## src/core/wpc_cfg.svh

```systemverilog
// Purpose: Offsets, field positions, reset values and key code of the
//          write protect control block
// Assumes: Byte addresses on a 32-bit classic Wishbone bus
// Notes:   Definitions only
`ifndef WPC_CFG_SVH
`define WPC_CFG_SVH

// Register byte offsets
`define WPC_CTRL_OFS     8'h00
`define WPC_STAT_OFS     8'h04
// Key code demanded in the upper byte of a control write
`define WPC_KEY          8'hA5
// Byte enables of one aligned 16-bit write to the low halfword
`define WPC_SEL_HALF     4'h3
// Control field positions
`define WPC_BIT_CLK      0
`define WPC_BIT_MODE     1
`define WPC_CTRL_RST     2'h0
// Status field positions (sticky, write 1 to clear)
`define WPC_STAT_BADKEY  0
`define WPC_STAT_CLKBLK  1
`define WPC_STAT_MODEBLK 2
`define WPC_STAT_RST     3'h0

`endif

```

## src/core/wpc_pkg.sv

```systemverilog
// Purpose: Types shared by the write protect control files
// Assumes: Constants live in wpc_cfg.svh
// Notes:   Nothing here is imported; users write wpc_pkg::name
package wpc_pkg;

    // Which register a bus address selects
    typedef enum logic [1:0] {
        REG_CTRL = 2'b00,
        REG_STAT = 2'b01,
        REG_NONE = 2'b10
    } reg_sel_type;

    // Two protect enables held by the control register
    typedef struct packed {
        logic mode_power_regs_write_enable;
        logic clock_regs_write_enable;
    } protect_bits_type;

endpackage : wpc_pkg

```

## src/core/wpc_key_if.sv

```systemverilog
// Purpose: Carries a candidate control write to the key checker
// Assumes: Same clock on both ends; verdict is combinational
// Notes:   accept and reject are only meaningful while valid is high
`timescale 1ns/1ps
interface wpc_key_if;
    logic        valid;   // Control write being committed
    logic [15:0] data;    // Low halfword of write data
    logic [3:0]  sel;     // Byte enables of the write
    logic        accept;  // Key and width are right
    logic        reject;  // Write must be dropped

    // Register side offers the write
    modport regs (output valid, output data, output sel,
                  input accept, input reject);
    // Checker side judges it
    modport check (input valid, input data, input sel,
                   output accept, output reject);
endinterface : wpc_key_if

```

## src/core/wpc_key_check.sv

```systemverilog
// Purpose: Judges whether a control write may change the protect bits
// Assumes: Low halfword sits in data bits 15:0
// Notes:   Pure combinational verdict
`timescale 1ns/1ps
`include "wpc_cfg.svh"
module wpc_key_check (
    wpc_key_if.check key_if
);
    logic width_ok;   // Exactly the low two byte lanes
    logic key_ok;     // Upper byte carries the key

    // Verdict on width and key
    always_comb begin
        width_ok      = (key_if.sel == `WPC_SEL_HALF);
        key_ok        = (key_if.data[15:8] == `WPC_KEY);
        key_if.accept = key_if.valid && width_ok && key_ok;
        key_if.reject = key_if.valid && !(width_ok && key_ok);
    end
endmodule : wpc_key_check

```

## src/core/register_write_protect_control.sv

```systemverilog
// Purpose: Write protect control register with key-guarded update,
//          reached over classic Wishbone, gating protected writes
// Assumes: 40 MHz clk_i, synchronous active-high rst_i, ce_i freezes
// Notes:   Answer one cycle after a request; unmapped address gives err
//          Status at 0x04 flags refused writes and blocked attempts
//
// What this block does
// - Control update needs one full 16-bit write
// - Bit 0 gates clock generation register writes
// - Bit 1 gates mode, power, reset writes
// - Bit 2 reads zero, software writes zero
// - Upper byte must be A5h to update
// - Bits 7 to 4 read zero
`timescale 1ns/1ps
`include "wpc_cfg.svh"
module register_write_protect_control #(
    parameter int ADDR_W = 8            // Bus address width
) (
    input  wire logic              clk_i,
    input  wire logic              rst_i,
    input  wire logic              ce_i,
    // Classic Wishbone slave
    input  wire logic              cyc_i,
    input  wire logic              stb_i,
    input  wire logic              we_i,
    input  wire logic [ADDR_W-1:0] adr_i,
    input  wire logic [3:0]        sel_i,
    input  wire logic [31:0]       dat_i,
    output logic      [31:0]       dat_o,
    output logic                   ack_o,
    output logic                   err_o,
    // Protected register write requests from the system bus
    input  wire logic              clk_grp_wr_i,
    input  wire logic              mode_grp_wr_i,
    // Granted protected writes, one cycle later
    output logic                   clk_grp_wr_ok_o,
    output logic                   mode_grp_wr_ok_o,
    // Protect enables as levels
    output logic                   clock_regs_write_enable_o,
    output logic                   mode_power_regs_write_enable_o
);

    // Address decode, used by answer and read paths
    // Only the two exact offsets hit; anything else answers err
    function automatic wpc_pkg::reg_sel_type decode_addr(
        input logic [ADDR_W-1:0] adr);
        if (adr == ADDR_W'(`WPC_CTRL_OFS)) begin
            return wpc_pkg::REG_CTRL;
        end else if (adr == ADDR_W'(`WPC_STAT_OFS)) begin
            return wpc_pkg::REG_STAT;
        end else begin
            return wpc_pkg::REG_NONE;
        end
    endfunction : decode_addr

    wpc_pkg::protect_bits_type ctrl_ff;      // Protect enables
    logic [2:0]                stat_ff;      // Sticky status bits
    logic                      ack_ff;       // Answer, good address
    logic                      err_ff;       // Answer, unmapped address
    logic [31:0]               rdata_ff;     // Read data
    logic                      clk_ok_ff;    // Clock group grant
    logic                      mode_ok_ff;   // Mode group grant
    logic                      req;          // Live bus request
    logic                      answered;     // Answer already out
    wpc_pkg::reg_sel_type      hit;          // Decoded register
    logic                      commit;       // Write takes effect now
    logic                      ctrl_commit;  // Control write commits
    logic                      stat_commit;  // Status write commits
    logic [2:0]                stat_set;     // Events this cycle
    logic [2:0]                stat_clr;     // Clears this cycle
    logic [2:0]                nxt_stat;     // Next status value
    logic [31:0]               nxt_rdata;    // Next read data

    wpc_key_if key_if ();                    // Link to key checker

    // Key and width checker
    wpc_key_check u_key_check (
        .key_if (key_if)
    );

    // Request and decode
    // answered stops a held request from being taken again in the cycle of its answer
    always_comb begin
        req      = cyc_i && stb_i;
        answered = ack_ff || err_ff;
        hit      = decode_addr(adr_i);
    end

    // Writes commit on the edge where the master sees ack
    // One effect per answer; a master holding stb past ack commits again every other cycle
    always_comb begin
        commit      = ce_i && req && we_i && ack_ff;
        ctrl_commit = commit && (hit == wpc_pkg::REG_CTRL);
        stat_commit = commit && (hit == wpc_pkg::REG_STAT);
    end

    // Offer control writes to the checker
    // The key sits in bits 15:8 and the value in bits 7:0
    always_comb begin
        key_if.valid = ctrl_commit;
        key_if.data  = dat_i[15:0];
        key_if.sel   = sel_i;
    end

    // Answer: ack or err one cycle after the request, for one cycle
    // A master that holds stb past the answer sees a new answer every second cycle
    always_ff @(posedge clk_i) begin
        if (rst_i) begin
            // Idle bus after reset
            ack_ff <= 1'b0;
            err_ff <= 1'b0;
        end else if (ce_i) begin
            // Mapped address answers with ack
            ack_ff <= req && !answered && (hit != wpc_pkg::REG_NONE);
            // Unmapped address answers with err
            err_ff <= req && !answered && (hit == wpc_pkg::REG_NONE);
        end
    end

    // Read data mux, reserved bits as zero
    // Reserved control bits are forced low here, never stored
    always_comb begin
        nxt_rdata = 32'h0000_0000;
        case (hit)
            wpc_pkg::REG_CTRL: begin
                // Key byte and bits 7:2 read zero
                nxt_rdata[`WPC_BIT_CLK]  = ctrl_ff.clock_regs_write_enable;
                nxt_rdata[`WPC_BIT_MODE] = ctrl_ff.mode_power_regs_write_enable;
            end
            wpc_pkg::REG_STAT: begin
                // Sticky status in low bits
                nxt_rdata[2:0] = stat_ff;
            end
            default: begin
                // Unmapped reads zero
                nxt_rdata = 32'h0000_0000;
            end
        endcase
    end

    // Read data register, loaded with the answer
    // Loaded when taken, so dat_o stands steady while ack stands
    always_ff @(posedge clk_i) begin
        if (rst_i) begin
            // Nothing to show after reset
            rdata_ff <= 32'h0000_0000;
        end else if (ce_i && req && !answered) begin
            rdata_ff <= nxt_rdata;
        end
    end

    // Protect enables: only a keyed 16-bit write changes them
    // No ce_i term needed here: accept already carries it
    always_ff @(posedge clk_i) begin
        if (rst_i) begin
            ctrl_ff <= `WPC_CTRL_RST;
        end else if (key_if.accept) begin
            // Low byte bits 1:0 stored, others dropped
            // Reserved bits are never stored, so they cannot read back
            ctrl_ff.clock_regs_write_enable      <= dat_i[`WPC_BIT_CLK];
            ctrl_ff.mode_power_regs_write_enable <= dat_i[`WPC_BIT_MODE];
        end
    end

    // Protected write gating, registered grant
    // Grant follows the bits as they stood before this edge
    always_ff @(posedge clk_i) begin
        if (rst_i) begin
            // No grants while in reset
            clk_ok_ff  <= 1'b0;
            mode_ok_ff <= 1'b0;
        end else if (ce_i) begin
            // Clock generation group
            clk_ok_ff  <= clk_grp_wr_i && ctrl_ff.clock_regs_write_enable;
            // Mode, power and reset group
            mode_ok_ff <= mode_grp_wr_i && ctrl_ff.mode_power_regs_write_enable;
        end
    end

    // Status events and clears; set wins over clear
    // An event and a clear in one cycle leave the flag set
    always_comb begin
        stat_set = 3'h0;
        stat_clr = 3'h0;
        stat_set[`WPC_STAT_BADKEY]  = key_if.reject;
        stat_set[`WPC_STAT_CLKBLK]  = ce_i && clk_grp_wr_i
                                      && !ctrl_ff.clock_regs_write_enable;
        stat_set[`WPC_STAT_MODEBLK] = ce_i && mode_grp_wr_i
                                      && !ctrl_ff.mode_power_regs_write_enable;
        // Write 1 to clear, low lane only
        if (stat_commit && sel_i[0]) begin
            stat_clr = dat_i[2:0];
        end
        nxt_stat = (stat_ff & ~stat_clr) | stat_set;
    end

    // Sticky status register
    // Frozen with the rest of the state while ce_i is low
    always_ff @(posedge clk_i) begin
        if (rst_i) begin
            // Nothing flagged after reset
            stat_ff <= `WPC_STAT_RST;
        end else if (ce_i) begin
            stat_ff <= nxt_stat;
        end
    end

    // Outputs straight from flip-flops
    // Registered levels, so the protected groups never see a glitch
    always_comb begin
        ack_o                          = ack_ff;
        err_o                          = err_ff;
        dat_o                          = rdata_ff;
        clk_grp_wr_ok_o                = clk_ok_ff;
        mode_grp_wr_ok_o               = mode_ok_ff;
        clock_regs_write_enable_o      = ctrl_ff.clock_regs_write_enable;
        mode_power_regs_write_enable_o = ctrl_ff.mode_power_regs_write_enable;
    end

    // Remembered control read answers
    // Lets the reserved-bit checks look only at control reads
    logic ctrl_rd_q;   // Answer belongs to a control read
    always_ff @(posedge clk_i) begin
        if (rst_i) begin
            ctrl_rd_q <= 1'b0;
        end else if (ce_i && req && !answered) begin
            ctrl_rd_q <= !we_i && (hit == wpc_pkg::REG_CTRL);
        end
    end
endmodule : register_write_protect_control

```

## config.mk

```make
export PLATFORM = sky130hd
export DESIGN_NAME = register_write_protect_control
export DESIGN_NICKNAME = d
export VERILOG_FILES = /design/src/core/wpc_pkg.sv /design/src/core/wpc_key_if.sv /design/src/core/wpc_key_check.sv /design/src/core/register_write_protect_control.sv
export VERILOG_INCLUDE_DIRS = /design/src /design/src/core
export SDC_FILE = /design/constraint.sdc
export NUM_CORES = 1
export LEC_CHECK = 0
export ABC_CLOCK_PERIOD_IN_PS = 2400
export BUFFER_PORTS_ARGS = -buffer_cell sky130_fd_sc_hd__buf_2
export CAP_MARGIN = 25
export CELL_PAD_IN_SITES_DETAIL_PLACEMENT = 2
export CELL_PAD_IN_SITES_GLOBAL_PLACEMENT = 2
export CORE_ASPECT_RATIO = 1.5
export CORE_UTILIZATION = 15
export CTS_CLUSTER_SIZE = 25
export DETAILED_ROUTE_END_ITERATION = 10
export HOLD_SLACK_MARGIN = 0.03
export MAX_ROUTING_LAYER = met4
export PLACE_DENSITY_LB_ADDON = 0.1
export REMOVE_ABC_BUFFERS = 1
export SLEW_MARGIN = 5
export SYNTH_ARGS = -nofsm -noshare
export SYNTH_HDL_FRONTEND = slang
export SYNTH_SLANG_ARGS = --single-unit
```

## constraint.sdc

```tcl
create_clock -name clk_i -period 2.4 [get_ports clk_i]
set_input_delay 0.48 -clock clk_i [delete_from_list [all_inputs] [get_ports clk_i]]
set_output_delay 0.48 -clock clk_i [all_outputs]
set_load 0.02 [all_outputs]
```

# Word-level counts from Yosys, hierarchy flattened

Cells that the tools add are included.

Mux-type cells: 5
Reductions and logical operators: 28
Equality and inequality tests: 6
Bitwise gates (word level): 3

Operators with widths:

| kind                                           | count |
|---|---|
| logical AND 1 bit                              | 21 |
| == test 8 x 3 -> 1 bit (second input constant) | 1 |
| == test 8 bit (second input constant)          | 1 |
| logical NOT 8 bit                              | 1 |
| == test 4 x 2 -> 1 bit (second input constant) | 1 |
| logical NOT 1 bit                              | 4 |
| 2-to-1 mux 2 bit                               | 2 |
| one-hot mux 2 bit (2 select lines)             | 1 |
| AND 3 bit                                      | 1 |
| 2-to-1 mux 3 bit                               | 1 |
| inverter 3 bit                                 | 1 |
| OR 3 bit                                       | 1 |
| == test 2 x 1 -> 1 bit (second input constant) | 1 |
| == test 2 bit (second input constant)          | 1 |
| logical NOT 2 bit                              | 1 |
| inequality test 2 bit (second input constant)  | 1 |
| logical OR 1 bit                               | 1 |
| 2-to-1 mux 1 bit                               | 1 |

Word-level logic and storage cells: 50
Input port bits: 52
Register bits after elaboration: 12
Output and inout bits: 38

# Longest topological paths before layout

Gate-level depths: netlist (run 1).

Depth after elaboration: 10
Mapped depth: 5
Depth with buffers taken out: 4

# Hierarchy

From an unflattened synthesis (run 1), not the netlist that was laid out.

Cell total of the unflattened synthesis: 97
Area, all modules: 835.8 µm²

Modules (own cells, without submodules):

| module                         | area each (µm²) | times used | cells an instance |
|---|---|---|---|
| register_write_protect_control | 779.5           | 1          | 91 |
| wpc_key_check                  | 56.3            | 1          | 6 |

# Worst setup path after synthesis (run 1)

Ideal clock, no wire load.

Path kind: input to register
Start point: input port adr_i[6]
End point: register ctrl_ff (netlist bit clock_regs_write_enable_o)
Path buffers: 0
Data required time: 2.299 ns
Setup slack: 0.491 ns
Arrival: 1.808 ns
Stages: 3
Cell sequence: or4_4 -> or4_4 -> o41ai_1

Longest elaborated chain between the ends: 7

RTL lines:

| item                              | line                                  | RTL |
|---|---|---|
| start, declared                   | register_write_protect_control.sv:26  | `input wire logic [ADDR_W-1:0] adr_i,` |
| == test 8 x 3 -> 1 bit            | register_write_protect_control.sv:49  | `` end else if (adr == ADDR_W'(`WPC_STAT_OFS)) begin `` |
| 2-to-1 mux 2 bit                  | register_write_protect_control.sv:49  |  |
| 2-to-1 mux 2 bit *                | register_write_protect_control.sv:47  | `` if (adr == ADDR_W'(`WPC_CTRL_OFS)) begin `` |
| logical NOT 2 bit *               | register_write_protect_control.sv:93  | `ctrl_commit = commit && (hit == wpc_pkg::REG_CTRL);` |
| logical AND 1 bit *               | register_write_protect_control.sv:93  |  |
| logical AND 1 bit * (2 in series) | wpc_key_check.sv:16                   | `key_if.accept = key_if.valid && width_ok && key_ok;` |
| end signal, assigned              | register_write_protect_control.sv:156 | `` ctrl_ff <= `WPC_CTRL_RST; `` |
| end, declared                     | register_write_protect_control.sv:56  | `wpc_pkg::protect_bits_type ctrl_ff;` |

Every way passes the cells marked *; elsewhere a longest branch is shown, timed or not.
A chain may end at the register's enable or synchronous reset.

# Final worst setup path (run 1)

Ends and elaborated chain as after synthesis.

==> flow_summary.rst, run 1 <==
.. list-table::
   :header-rows: 1

   * - Metric
     - Value
   * - Hold Path Class
     - flop to flop
   * - Post-DR vias/cell
     - 3.63
   * - Design Area, Final
     - 0.00100 sq mm
   * - Maximum frequency from static timing analysis
     - 0.535 GHz
   * - GRT Total Usage
     - 0.0891
   * - First-pass GRT wire length
     - roughly 3600 um
   * - Iteration-0 DRC Markers
     - 9
   * - Total CTS buffers
     - 3
   * - Category of the worst setup path capture point
     - flop
   * - Critical path data arrival time
     - roughly 2.0 ns
   * - Count of flip-flops with a built-in enable after synthesis
     - 0
   * - Placed wire-length estimate after detailed placement
     - 2010 um
   * - Sequential share of power
     - 0.431
   * - Clk_skew
     - 0.00110 ns
   * - Std-Cell Rows
     - 32
   * - Cell at the root of the clock tree
     - sky130_fd_sc_hd__clkbuf_8
   * - Starting density of the core
     - 0.156
   * - Top-level port count
     - 90
   * - Dominant cells by area after synthesis
     - sky130_fd_sc_hd__dfxtp_1 (30%), sky130_fd_sc_hd__buf_4 (27%), sky130_fd_sc_hd__a21oi_1 (5.0%)
   * - Per-instance average area after synthesis
     - between 8 and 9 sq um
   * - Hold bufs inserted after CTS
     - 0
   * - PwrDens
     - between 400 and 500 mW/mm^2
   * - Critical Path RT
     - 2.53 ns
   * - Post-cts resize count
     - 0
   * - Type of the setup path with the least slack
     - primary input to flop
   * - CP top delay family
     - simple AND/OR/NAND/NOR gates
   * - Antenna violations before repair
     - 0
   * - CTS Buffer Depth
     - 2
   * - Worst-path clk slew
     - ~0.05 ns
   * - # port buffers
     - 39
   * - Detailed-route wire length per cell
     - roughly 11 um
   * - Worst voltage drop across the vdd grid
     - about 0.00012 V
   * - Switching share of power
     - 0.286
   * - Element type at the critical path start
     - primary input
   * - Cells traversed along the worst timing path
     - buf_2 > or4_4 > or4_4 > o41ai_1
   * - Clock tree from TritonCTS
     - done
   * - Post-place instance area
     - approximately 960 sq um
   * - Final setup violation count
     - 0
   * - Post-synthesis instance area
     - ~800 sq um
   * - Die footprint
     - about 0.0056 sq mm
   * - Hold_ws
     - 0.454 ns
   * - NumNets Final
     - approximately 190
   * - Chip Height
     - between 90 and 100 um
   * - Library cell occupying the most area in the post-synthesis netlist
     - sky130_fd_sc_hd__dfxtp_1
   * - Final Hold Vio Count
     - 0
   * - Top-area cell type share of the netlist area
     - 0.300
   * - RSZ-0062 raised after global routing
     - false
   * - Worst Path Buf+Inv
     - 1
   * - Dominant cell by count in the synthesized netlist
     - sky130_fd_sc_hd__buf_4
   * - Ys async rst share
     - 0
   * - Core Footprint
     - 0.00512 sq mm
   * - Dominant synthesized flop cell
     - sky130_fd_sc_hd__dfxtp_1
   * - Combinational share of power
     - 0.187
   * - Count of buffers added by post-CTS timing repair for setup
     - 0
   * - Total number of yosys warnings
     - 0
   * - Switching power
     - approximately 140 uW
   * - Crit share post-route
     - 0.779
   * - Seq/Total Area, Yosys
     - 0.300
   * - Number of library cell types mapped by synthesis
     - 26
   * - CP max stage cell
     - sky130_fd_sc_hd__or4_4
   * - Maximum number of pins on one net before global-route repair
     - 15
   * - Power share of the clock group
     - 0.381
   * - Synth Instances
     - about 100
   * - Commonest cells in the netlist
     - sky130_fd_sc_hd__buf_4 (29), sky130_fd_sc_hd__dfxtp_1 (12), sky130_fd_sc_hd__a21oi_1 (8)
   * - Int Power
     - approximately 340 uW
   * - GRT overflow
     - 0
   * - Clock sink count
     - 12
   * - #FFs+latches synth
     - 12
   * - Outcome
     - complete, no violations
   * - Final antenna diode count
     - 0
   * - Fillers
     - 663
   * - First-pass DRT Iterations
     - 2
   * - Count of cells along the worst hold path
     - 2
   * - Final worst path period need
     - around 1.9 ns
   * - Stages on the worst setup path
     - 4
   * - Crit Path Max Fanout
     - 5
   * - Vias in the first global route
     - 748
   * - Routability congestion estimate from global placement
     - around 0.67
   * - Post-detailed-route count of antenna-violating nets
     - 0
   * - Post-detailed-route DRC marker count
     - 0
   * - Max_cap viols
     - 0
   * - Die width
     - approximately 62 um
   * - Area added between synthesis and finish
     - 25.1%
   * - Sum of routed wire length over all layers
     - 2340 um
   * - Skew-Pair Late Insertion Delay
     - 0.24 ns
   * - Slowest cell delay on critical path
     - 0.57 ns
   * - R2R cell count
     - 3
   * - Post-Route Setup TNS
     - 0 ns
   * - Pleak
     - roughly 0.47 nW
   * - Deepest level of the CTS H-tree
     - 1
   * - Number of vias after detailed routing
     - ~750
   * - Final count of pins violating max slew
     - 0
   * - Layout cell share with drive strength beyond 1
     - 0.326
   * - Cell occurring most often along the worst timing path
     - sky130_fd_sc_hd__or4_4
[path summary, 6_finish.rpt]
path	endpoint	startpoint	slack, ns
max	clock_regs_write_enable_o	adr_i[6]	0.53
min	dat_o[1]	dat_o[1]	0.45
max reg2reg	dat_o[1]	ack_o	0.96
min reg2reg	dat_o[1]	dat_o[1]	0.45
[per-layer routing]
layer  up-vias  wire length [um]  track usage
met1       350               776       0.0892
met4         0                33       0.0444
met3         4               131       0.0128
met5         -                 0            -
li1        363                 -            -
met2        30              1400        0.159
[power groups by stage]
stage,sequential (mW),combinational (mW),clock (mW)
2_1_floorplan,0.209,0.0520,0
3_3_place_gp,0.208,0.0867,0
3_5_place_dp,0.208,0.0886,0
4_1_cts,0.204,0.0887,0.191
5_1_grt,0.204,0.0971,0.199
6_report,0.204,0.0887,0.180
[cell usage in the layout (no fill, tap or decap), types with 2 or more instances in the layout]
cell and instances:
sky130_fd_sc_hd__buf_2 39, sky130_fd_sc_hd__conb_1 29, sky130_fd_sc_hd__dfxtp_1 12, sky130_fd_sc_hd__a21oi_1 8
sky130_fd_sc_hd__nand2_1 6, sky130_fd_sc_hd__or3_1 5, sky130_fd_sc_hd__o21ai_0 5, sky130_fd_sc_hd__nand3_1 4
sky130_fd_sc_hd__inv_1 4, sky130_fd_sc_hd__nand3b_1 3, sky130_fd_sc_hd__clkbuf_8 3, sky130_fd_sc_hd__or4_4 2
sky130_fd_sc_hd__mux2i_1 2, sky130_fd_sc_hd__nor2_1 2, sky130_fd_sc_hd__nor2b_1 2, sky130_fd_sc_hd__o41ai_1 2
[cells by family after synthesis]
logic type,after synthesis,share of synthesized area
other,1,0.00468
flip-flops,12,0.300
multiplexers,2,0.0250
AND/OR/NAND/NOR,32,0.248
AO/OA/AOI/OAI,17,0.123
buffers and inverters,35,0.300
[flip-flops by register name, indices dropped and copies added (netlist names)]
register	cells
dat_o	3
stat_ff	3
ack_o	1
clk_grp_wr_ok_o	1
clock_regs_write_enable_o	1
err_o	1
mode_grp_wr_ok_o	1
mode_power_regs_write_enable_o	1
[area by class of cell]
type                       instances  area, sq um  area share
clock buffer                       3         41.3      0.0411
inverter                           4         15.0      0.0150
multi-input combinational         80          427       0.425
sequential                        12          240       0.239
tap                               68         85.1      0.0848
timing repair buffer              39          195       0.195
[worst register-to-register path: cells and delay by family (launching register included)]
| kind | cells | cell delay, ns |
|---|---|---|
| simple gates | 2 | 0.88 |
| flops | 1 | 0.35 |
| compound gates | 1 | 0.14 |
[through the flow]
| stage | utilization | worst slack [ns] | cells | total power [mW] |
|---|---|---|---|---|
| after detailed placement | 0.188 | 0.279 | 203 | 0.297 |
| after floorplan | - | 0.491 | 96 | 0.261 |
| after global routing | 0.196 | 0.453 | 206 | 0.501 |
| after CTS | 0.196 | 0.531 | 206 | 0.483 |
| final | 0.196 | 0.531 | 206 | 0.473 |
| after global placement | 0.188 | 0.292 | 203 | 0.295 |
(Power assumes the default switching activity.)
==> run 2, diff against run 1 <==
ABC_CLOCK_PERIOD_IN_PS = 1600   (was 2400)
CORE_UTILIZATION = 14   (was 15)
clock period = 1.6 ns   (was 2.4 ns; I/O delays follow)
==> run 2 against run 1 <==
- total power is 67% higher
- die area is 6.9% higher
- sequential cell count stayed put
- critical path depth stayed put
- clock skew is 0.00077 ns higher
- critical path type unchanged
==> flow_summary.rst, run 2 (synthesis results as in run 1) <==
.. list-table::
   :header-rows: 1

   * - Metric
     - Value
   * - Worst-path clk slew
     - approximately 0.060 ns
   * - RSZ-0062 raised after global routing
     - true
   * - Fillers
     - 677
   * - Die width
     - about 64 um
   * - Placed wire-length estimate after detailed placement
     - between 2000 and 2500 um
   * - Final Hold Vio Count
     - 0
   * - Layout cell share with drive strength beyond 1
     - 0.371
   * - Count of cells along the worst hold path
     - 3
   * - Worst voltage drop across the vdd grid
     - approximately 0.00025 V
   * - Clock tree from TritonCTS
     - done
   * - Starting density of the core
     - 0.146
   * - Critical Path RT
     - between 1.5 and 2 ns
   * - Crit Path Max Fanout
     - 5
   * - PwrDens
     - about 740 mW/mm^2
   * - Slowest cell delay on critical path
     - between 0.5 and 0.6 ns
   * - Category of the worst setup path capture point
     - flop
   * - Post-place instance area
     - 995 sq um
   * - Worst R2R Setup Slack
     - around 0.13 ns
   * - Maximum number of pins on one net before global-route repair
     - 15
   * - Worst Path Buf+Inv
     - 1
   * - Design Area, Final
     - about 0.0011 sq mm
   * - Antenna violations before repair
     - 0
   * - Final count of pins violating max slew
     - 0
   * - Final setup violation count
     - 0
   * - Number of vias after detailed routing
     - 771
   * - Clk_skew
     - roughly 0.0019 ns
   * - Critical path data arrival time
     - 1.72 ns
   * - Pleak
     - just over 0.5 nW
   * - Post-detailed-route count of antenna-violating nets
     - 0
   * - NumNets Final
     - 196
   * - Outcome
     - complete, no violations
   * - Reg2Reg Capture Point
     - clock_regs_write_enable_o
   * - First-pass DRT Iterations
     - 2
   * - Post-DR vias/cell
     - 3.62
   * - Skew-Pair Late Insertion Delay
     - 0.24 ns
   * - Cell occurring most often along the worst timing path
     - sky130_fd_sc_hd__or4_4
   * - Crit share post-route
     - 0.985
   * - Commonest cells after routing, fill and taps aside
     - sky130_fd_sc_hd__buf_2 (39), sky130_fd_sc_hd__conb_1 (29), sky130_fd_sc_hd__dfxtp_1 (12)
   * - Hold Path Class
     - primary input to flop
   * - Type of the setup path with the least slack
     - primary input to flop
   * - Final antenna diode count
     - 0
   * - Detailed-route wire length per cell
     - 11.6 um
   * - Element type at the critical path start
     - primary input
   * - Post-detailed-route DRC marker count
     - 0
   * - Chip Height
     - 94.7 um
   * - Std-Cell Rows
     - 33
   * - CTS Buffer Depth
     - 2
   * - Top-level port count
     - 90
   * - Most common cell after layout, fill and taps aside
     - sky130_fd_sc_hd__buf_2
   * - Sum of routed wire length over all layers
     - ~2500 um
   * - GRT overflow
     - 0
   * - Maximum frequency from static timing analysis
     - 0.635 GHz
   * - Die footprint
     - 0.00604 sq mm
   * - Iteration-0 DRC Markers
     - 18
   * - Clock sink count
     - 12
   * - Total CTS buffers
     - 3
   * - Vias in the first global route
     - between 700 and 800
   * - Cells traversed along the worst timing path
     - buf_2 > or4_4 > or4_4 > o41ai_1
   * - GRT Total Usage
     - 0.0855
   * - # port buffers
     - 39
   * - Count of buffers added by post-CTS timing repair for setup
     - 0
   * - Critical R2R Launch
     - ack_o
   * - Final worst path period need
     - 1.58 ns
   * - Overall Power
     - 790 uW
   * - CP top delay family
     - simple AND/OR/NAND/NOR gates
   * - Core Footprint
     - around 0.0055 sq mm
   * - Routability congestion estimate from global placement
     - just under 0.7
   * - Source of the worst hold timing path
     - mode_grp_wr_i
   * - Hold bufs inserted after CTS
     - 0
   * - Deepest level of the CTS H-tree
     - 1
   * - CP max stage cell
     - sky130_fd_sc_hd__or4_4
   * - Hold worst-path end
     - mode_grp_wr_ok_o
   * - R2R cell count
     - 3
   * - Area added between synthesis and finish
     - 33.1%
   * - Cell at the root of the clock tree
     - sky130_fd_sc_hd__clkbuf_8
   * - First-pass GRT wire length
     - between 3000 and 4000 um
   * - Max_cap viols
     - 0
[run 2: report_power, final]
part	internal [mW]	leakage [nW]	switching [mW]
registers	0.303	0.0972	0.00284
clock network	0.218	0.0288	0.126
logic	0.0423	0.383	0.0984
[run 2: per-stage QoR]
step           worst slack (ns)  instances  hold slack (ns)   util  setup TNS, ns
3_3_place_gp             -0.315        209            0.441  0.181          -2.64
2_1_floorplan            -0.149         96            0.389      -         -0.924
3_5_place_dp             -0.344        209            0.448  0.181          -2.84
6_report                 0.0244        213            0.358  0.194              0
4_1_cts                  0.0153        213            0.354  0.194              0
5_1_grt                 -0.0185        213            0.374  0.194        -0.0311
[run 2: area by class of cell]
type                       instances  area, sq um  area share
multi-input combinational         80          444       0.416
sequential                        12          240       0.225
timing repair buffer              43          225       0.211
tap                               70         87.6      0.0821
clock buffer                       4         55.1      0.0516
inverter                           4         15.0      0.0141
[run 2: what timing repair did]
action,4_1_cts,5_1_grt
pin swaps,2,1
resized for setup,5,3
setup endpoints to repair,8,5
[run 2: worst max path at each step]
stage / startpoint / to / depth (start not counted)
2_1_floorplan: adr_i[6] / clock_regs_write_enable_o / 3
6_report: adr_i[6] / clock_regs_write_enable_o / 4
3_5_place_dp: adr_i[6] / stat_ff[2] / 5
5_1_grt: adr_i[6] / clock_regs_write_enable_o / 4
3_3_place_gp: adr_i[6] / mode_power_regs_write_enable_o / 4
4_1_cts: adr_i[6] / clock_regs_write_enable_o / 4
[run 2: per-layer routing]
| layer | vias up | track usage | routed length, um |
|---|---|---|---|
| li1 | 373 | - | - |
| met1 | 363 | 0.0837 | 863 |
| met2 | 31 | 0.160 | 1460 |
| met3 | 4 | 0.0157 | 121 |
| met4 | 0 | 0.0398 | 21 |
| met5 | - | - | 0 |
[run 2: worst min-delay path: stages]
cell and delay (ns):
sky130_fd_sc_hd__buf_2 0.11, sky130_fd_sc_hd__nand3_1 0.07, sky130_fd_sc_hd__a21oi_1 0.06
==> run 3, diff against run 2 <==
--- a/config.mk
+++ b/config.mk
@@ -11,6 +11,4 @@
 export CAP_MARGIN = 25
-export CELL_PAD_IN_SITES_DETAIL_PLACEMENT = 2
-export CELL_PAD_IN_SITES_GLOBAL_PLACEMENT = 2
 export CORE_ASPECT_RATIO = 1.5
-export CORE_UTILIZATION = 14
+export CORE_UTILIZATION = 30
 export CTS_CLUSTER_SIZE = 25
@@ -19,3 +17,3 @@
 export MAX_ROUTING_LAYER = met4
-export PLACE_DENSITY_LB_ADDON = 0.1
+export PLACE_DENSITY = 0.75
 export REMOVE_ABC_BUFFERS = 1
--- a/constraint.sdc
+++ b/constraint.sdc
@@ -3,2 +3,2 @@
 set_output_delay 0.32 -clock clk_i [all_outputs]
-set_load 0.02 [all_outputs]
+set_load 0.05 [all_outputs]
==> run 3 against run 2 <==
- the run now ends with DRC left
- setup slack got worse by 0.022 ns
- critical path depth increased by 1
- sequential cell count is the same
- utilization rose by 21 points
- highest routed layer unchanged
- first-iteration DRC count stayed put
- final cell count decreased by 22%
==> flow_summary.rst, run 3 (synthesis results as in run 1) <==
.. list-table::
   :header-rows: 1

   * - Metric
     - Value
   * - Critical Path RT
     - around 1.8 ns
   * - Vias in the first global route
     - approximately 560
   * - NumNets Final
     - a little under 200
   * - First-pass GRT wire length
     - roughly 2300 um
   * - Detailed-route wire length per cell
     - between 9 and 10 um
   * - Routability congestion estimate from global placement
     - 0.732
   * - RSZ-0062 raised after global routing
     - true
   * - Iteration-0 DRC Markers
     - 18
   * - Combinational share of power
     - 0.292
   * - R2R cell count
     - 4
   * - Worst setup slack before clock tree synthesis
     - -0.335 ns
   * - Clock tree from TritonCTS
     - done
   * - Final setup violation count
     - 0
   * - Sequential share of power
     - 0.396
   * - GRT overflow
     - 0
   * - Outcome
     - finished with violations
   * - Hold_ws
     - about 0.32 ns
   * - Deepest level of the CTS H-tree
     - 1
   * - Final worst path period need
     - 1.60 ns
   * - Overall Power
     - about 770 uW
   * - Core Footprint
     - 0.00248 sq mm
   * - Switching power
     - around 290 uW
   * - Hold Path Class
     - primary input to flop
   * - Clk_skew
     - between 0.005 and 0.006 ns
   * - CP startpoint
     - adr_i[6]
   * - Commonest cells after routing, fill and taps aside
     - sky130_fd_sc_hd__buf_2 (39), sky130_fd_sc_hd__conb_1 (29), sky130_fd_sc_hd__dfxtp_1 (12)
   * - # port buffers
     - 39
   * - GRT Total Usage
     - 0.111
   * - Final antenna diode count
     - 0
   * - Top-level port count
     - 90
   * - Crit Path Max Fanout
     - 3
   * - CTS Buffer Depth
     - 2
   * - Pleak
     - roughly 0.5 nW
   * - Final Hold Vio Count
     - 0
   * - Area added between synthesis and finish
     - 23.7%
   * - Total CTS buffers
     - 3
   * - Category of the worst setup path capture point
     - flop
   * - Design Area, Final
     - ~990 sq um
   * - Clock sink count
     - 12
   * - Max_cap viols
     - 0
   * - Switching share of power
     - 0.374
   * - Post-detailed-route count of antenna-violating nets
     - 0
   * - Power share of the clock group
     - 0.312
   * - Worst-path clk slew
     - roughly 0.080 ns
   * - Post-route core utilization
     - 0.401
   * - Number of vias after detailed routing
     - ~770
   * - Violated checks
     - DRC
   * - Critical Path End
     - stat_ff[0]
   * - Worst voltage drop across the vdd grid
     - between 0.0003 and 0.0004 V
   * - Type of the setup path with the least slack
     - primary input to flop
   * - Std-Cell Rows
     - 22
   * - Worst R2R Setup Slack
     - approximately 0.12 ns
   * - Chip Height
     - around 65 um
   * - Reg2Reg Capture Point
     - mode_power_regs_write_enable_o
   * - Die width
     - 44.2 um
   * - Layout cell share with drive strength beyond 1
     - 0.371
   * - Starting density of the core
     - 0.324
   * - Critical path data arrival time
     - approximately 1.8 ns
   * - Worst setup slack after layout
     - around 0.0027 ns
   * - Die footprint
     - 0.00289 sq mm
   * - Sum of routed wire length over all layers
     - 1570 um
   * - Critical R2R Launch
     - ack_o
   * - Skew-Pair Late Insertion Delay
     - 0.27 ns
   * - Number of cells in the finished layout apart from fillers
     - 167
   * - Cell at the root of the clock tree
     - sky130_fd_sc_hd__clkbuf_4
   * - Post-place instance area
     - ~940 sq um
   * - PwrDens
     - between 700 and 800 mW/mm^2
   * - Crit share post-route
     - 0.998
   * - Final count of pins violating max slew
     - 0
   * - Maximum frequency from static timing analysis
     - 0.626 GHz
   * - Element type at the critical path start
     - primary input
   * - Int Power
     - about 480 uW
   * - Maximum number of pins on one net before global-route repair
     - 15
   * - Most common cell after layout, fill and taps aside
     - sky130_fd_sc_hd__buf_2
   * - Post-Route Setup TNS
     - 0 ns
   * - Post-DR vias/cell
     - around 4.6
   * - Post-detailed-route DRC marker count
     - 6
   * - Antenna violations before repair
     - 0
   * - Post-Place Cells
     - about 160
   * - First-pass DRT Iterations
     - 10
-- run 3: cell counts in the layout (fill, tap and decap cells not counted) --
Identical to the previous run, type by type.
-- run 3: layout make-up --
class | instances | area (sq um)
Tap cell | 24 | 30.0
Inverter | 4 | 15.0
Multi-Input combinational cell | 80 | 445
Clock buffer | 4 | 36.3
Fill cell | 277 | 1490
Sequential cell | 12 | 240
Timing Repair Buffer | 43 | 225
-- run 3: worst max-delay path: stages --
cell	delay (ns)
sky130_fd_sc_hd__buf_2	0.09
sky130_fd_sc_hd__or4_4	0.54
sky130_fd_sc_hd__or4_4	0.55
sky130_fd_sc_hd__o21ai_0	0.16
sky130_fd_sc_hd__a21oi_1	0.09
-- run 3: what timing repair did --
action,CTS,global route
pin swaps,1,0
buffers inserted,0,0
hold buffers,0,0
resized for setup,5,0
cloned,0,0
endpoints found under the setup margin,5,5
-- run 3: power by group through the flow --
stage	Sequential [mW]	Clock [mW]	Combinational, mW
floorplan	0.315	0	0.166
global placement	0.312	0	0.221
detailed placement	0.312	0	0.223
CTS	0.305	0.244	0.224
global route	0.306	0.261	0.236
finish	0.305	0.240	0.225
-- run 3: layer usage --
metal | global-route usage | up-vias | wire length [um]
li1 | - | 374 | -
met1 | 0.108 | 334 | 591
met2 | 0.191 | 61 | 774
met3 | 0.0247 | 4 | 182
met4 | 0.0682 | 0 | 23
met5 | - | - | 0
-- run 3: worst min path at each step --
stage / start / to / slack (ns) / depth (start not counted)
final: mode_grp_wr_i / stat_ff[2] / 0.32 / 3
after global placement: dat_o[1] / dat_o[1] / 0.44 / 2
after detailed placement: dat_o[2] / dat_o[2] / 0.45 / 2
after CTS: mode_grp_wr_i / stat_ff[2] / 0.32 / 3
after global routing: clk_grp_wr_i / clk_grp_wr_ok_o / 0.32 / 3
after floorplan: rst_i / clk_grp_wr_ok_o / 0.39 / 1
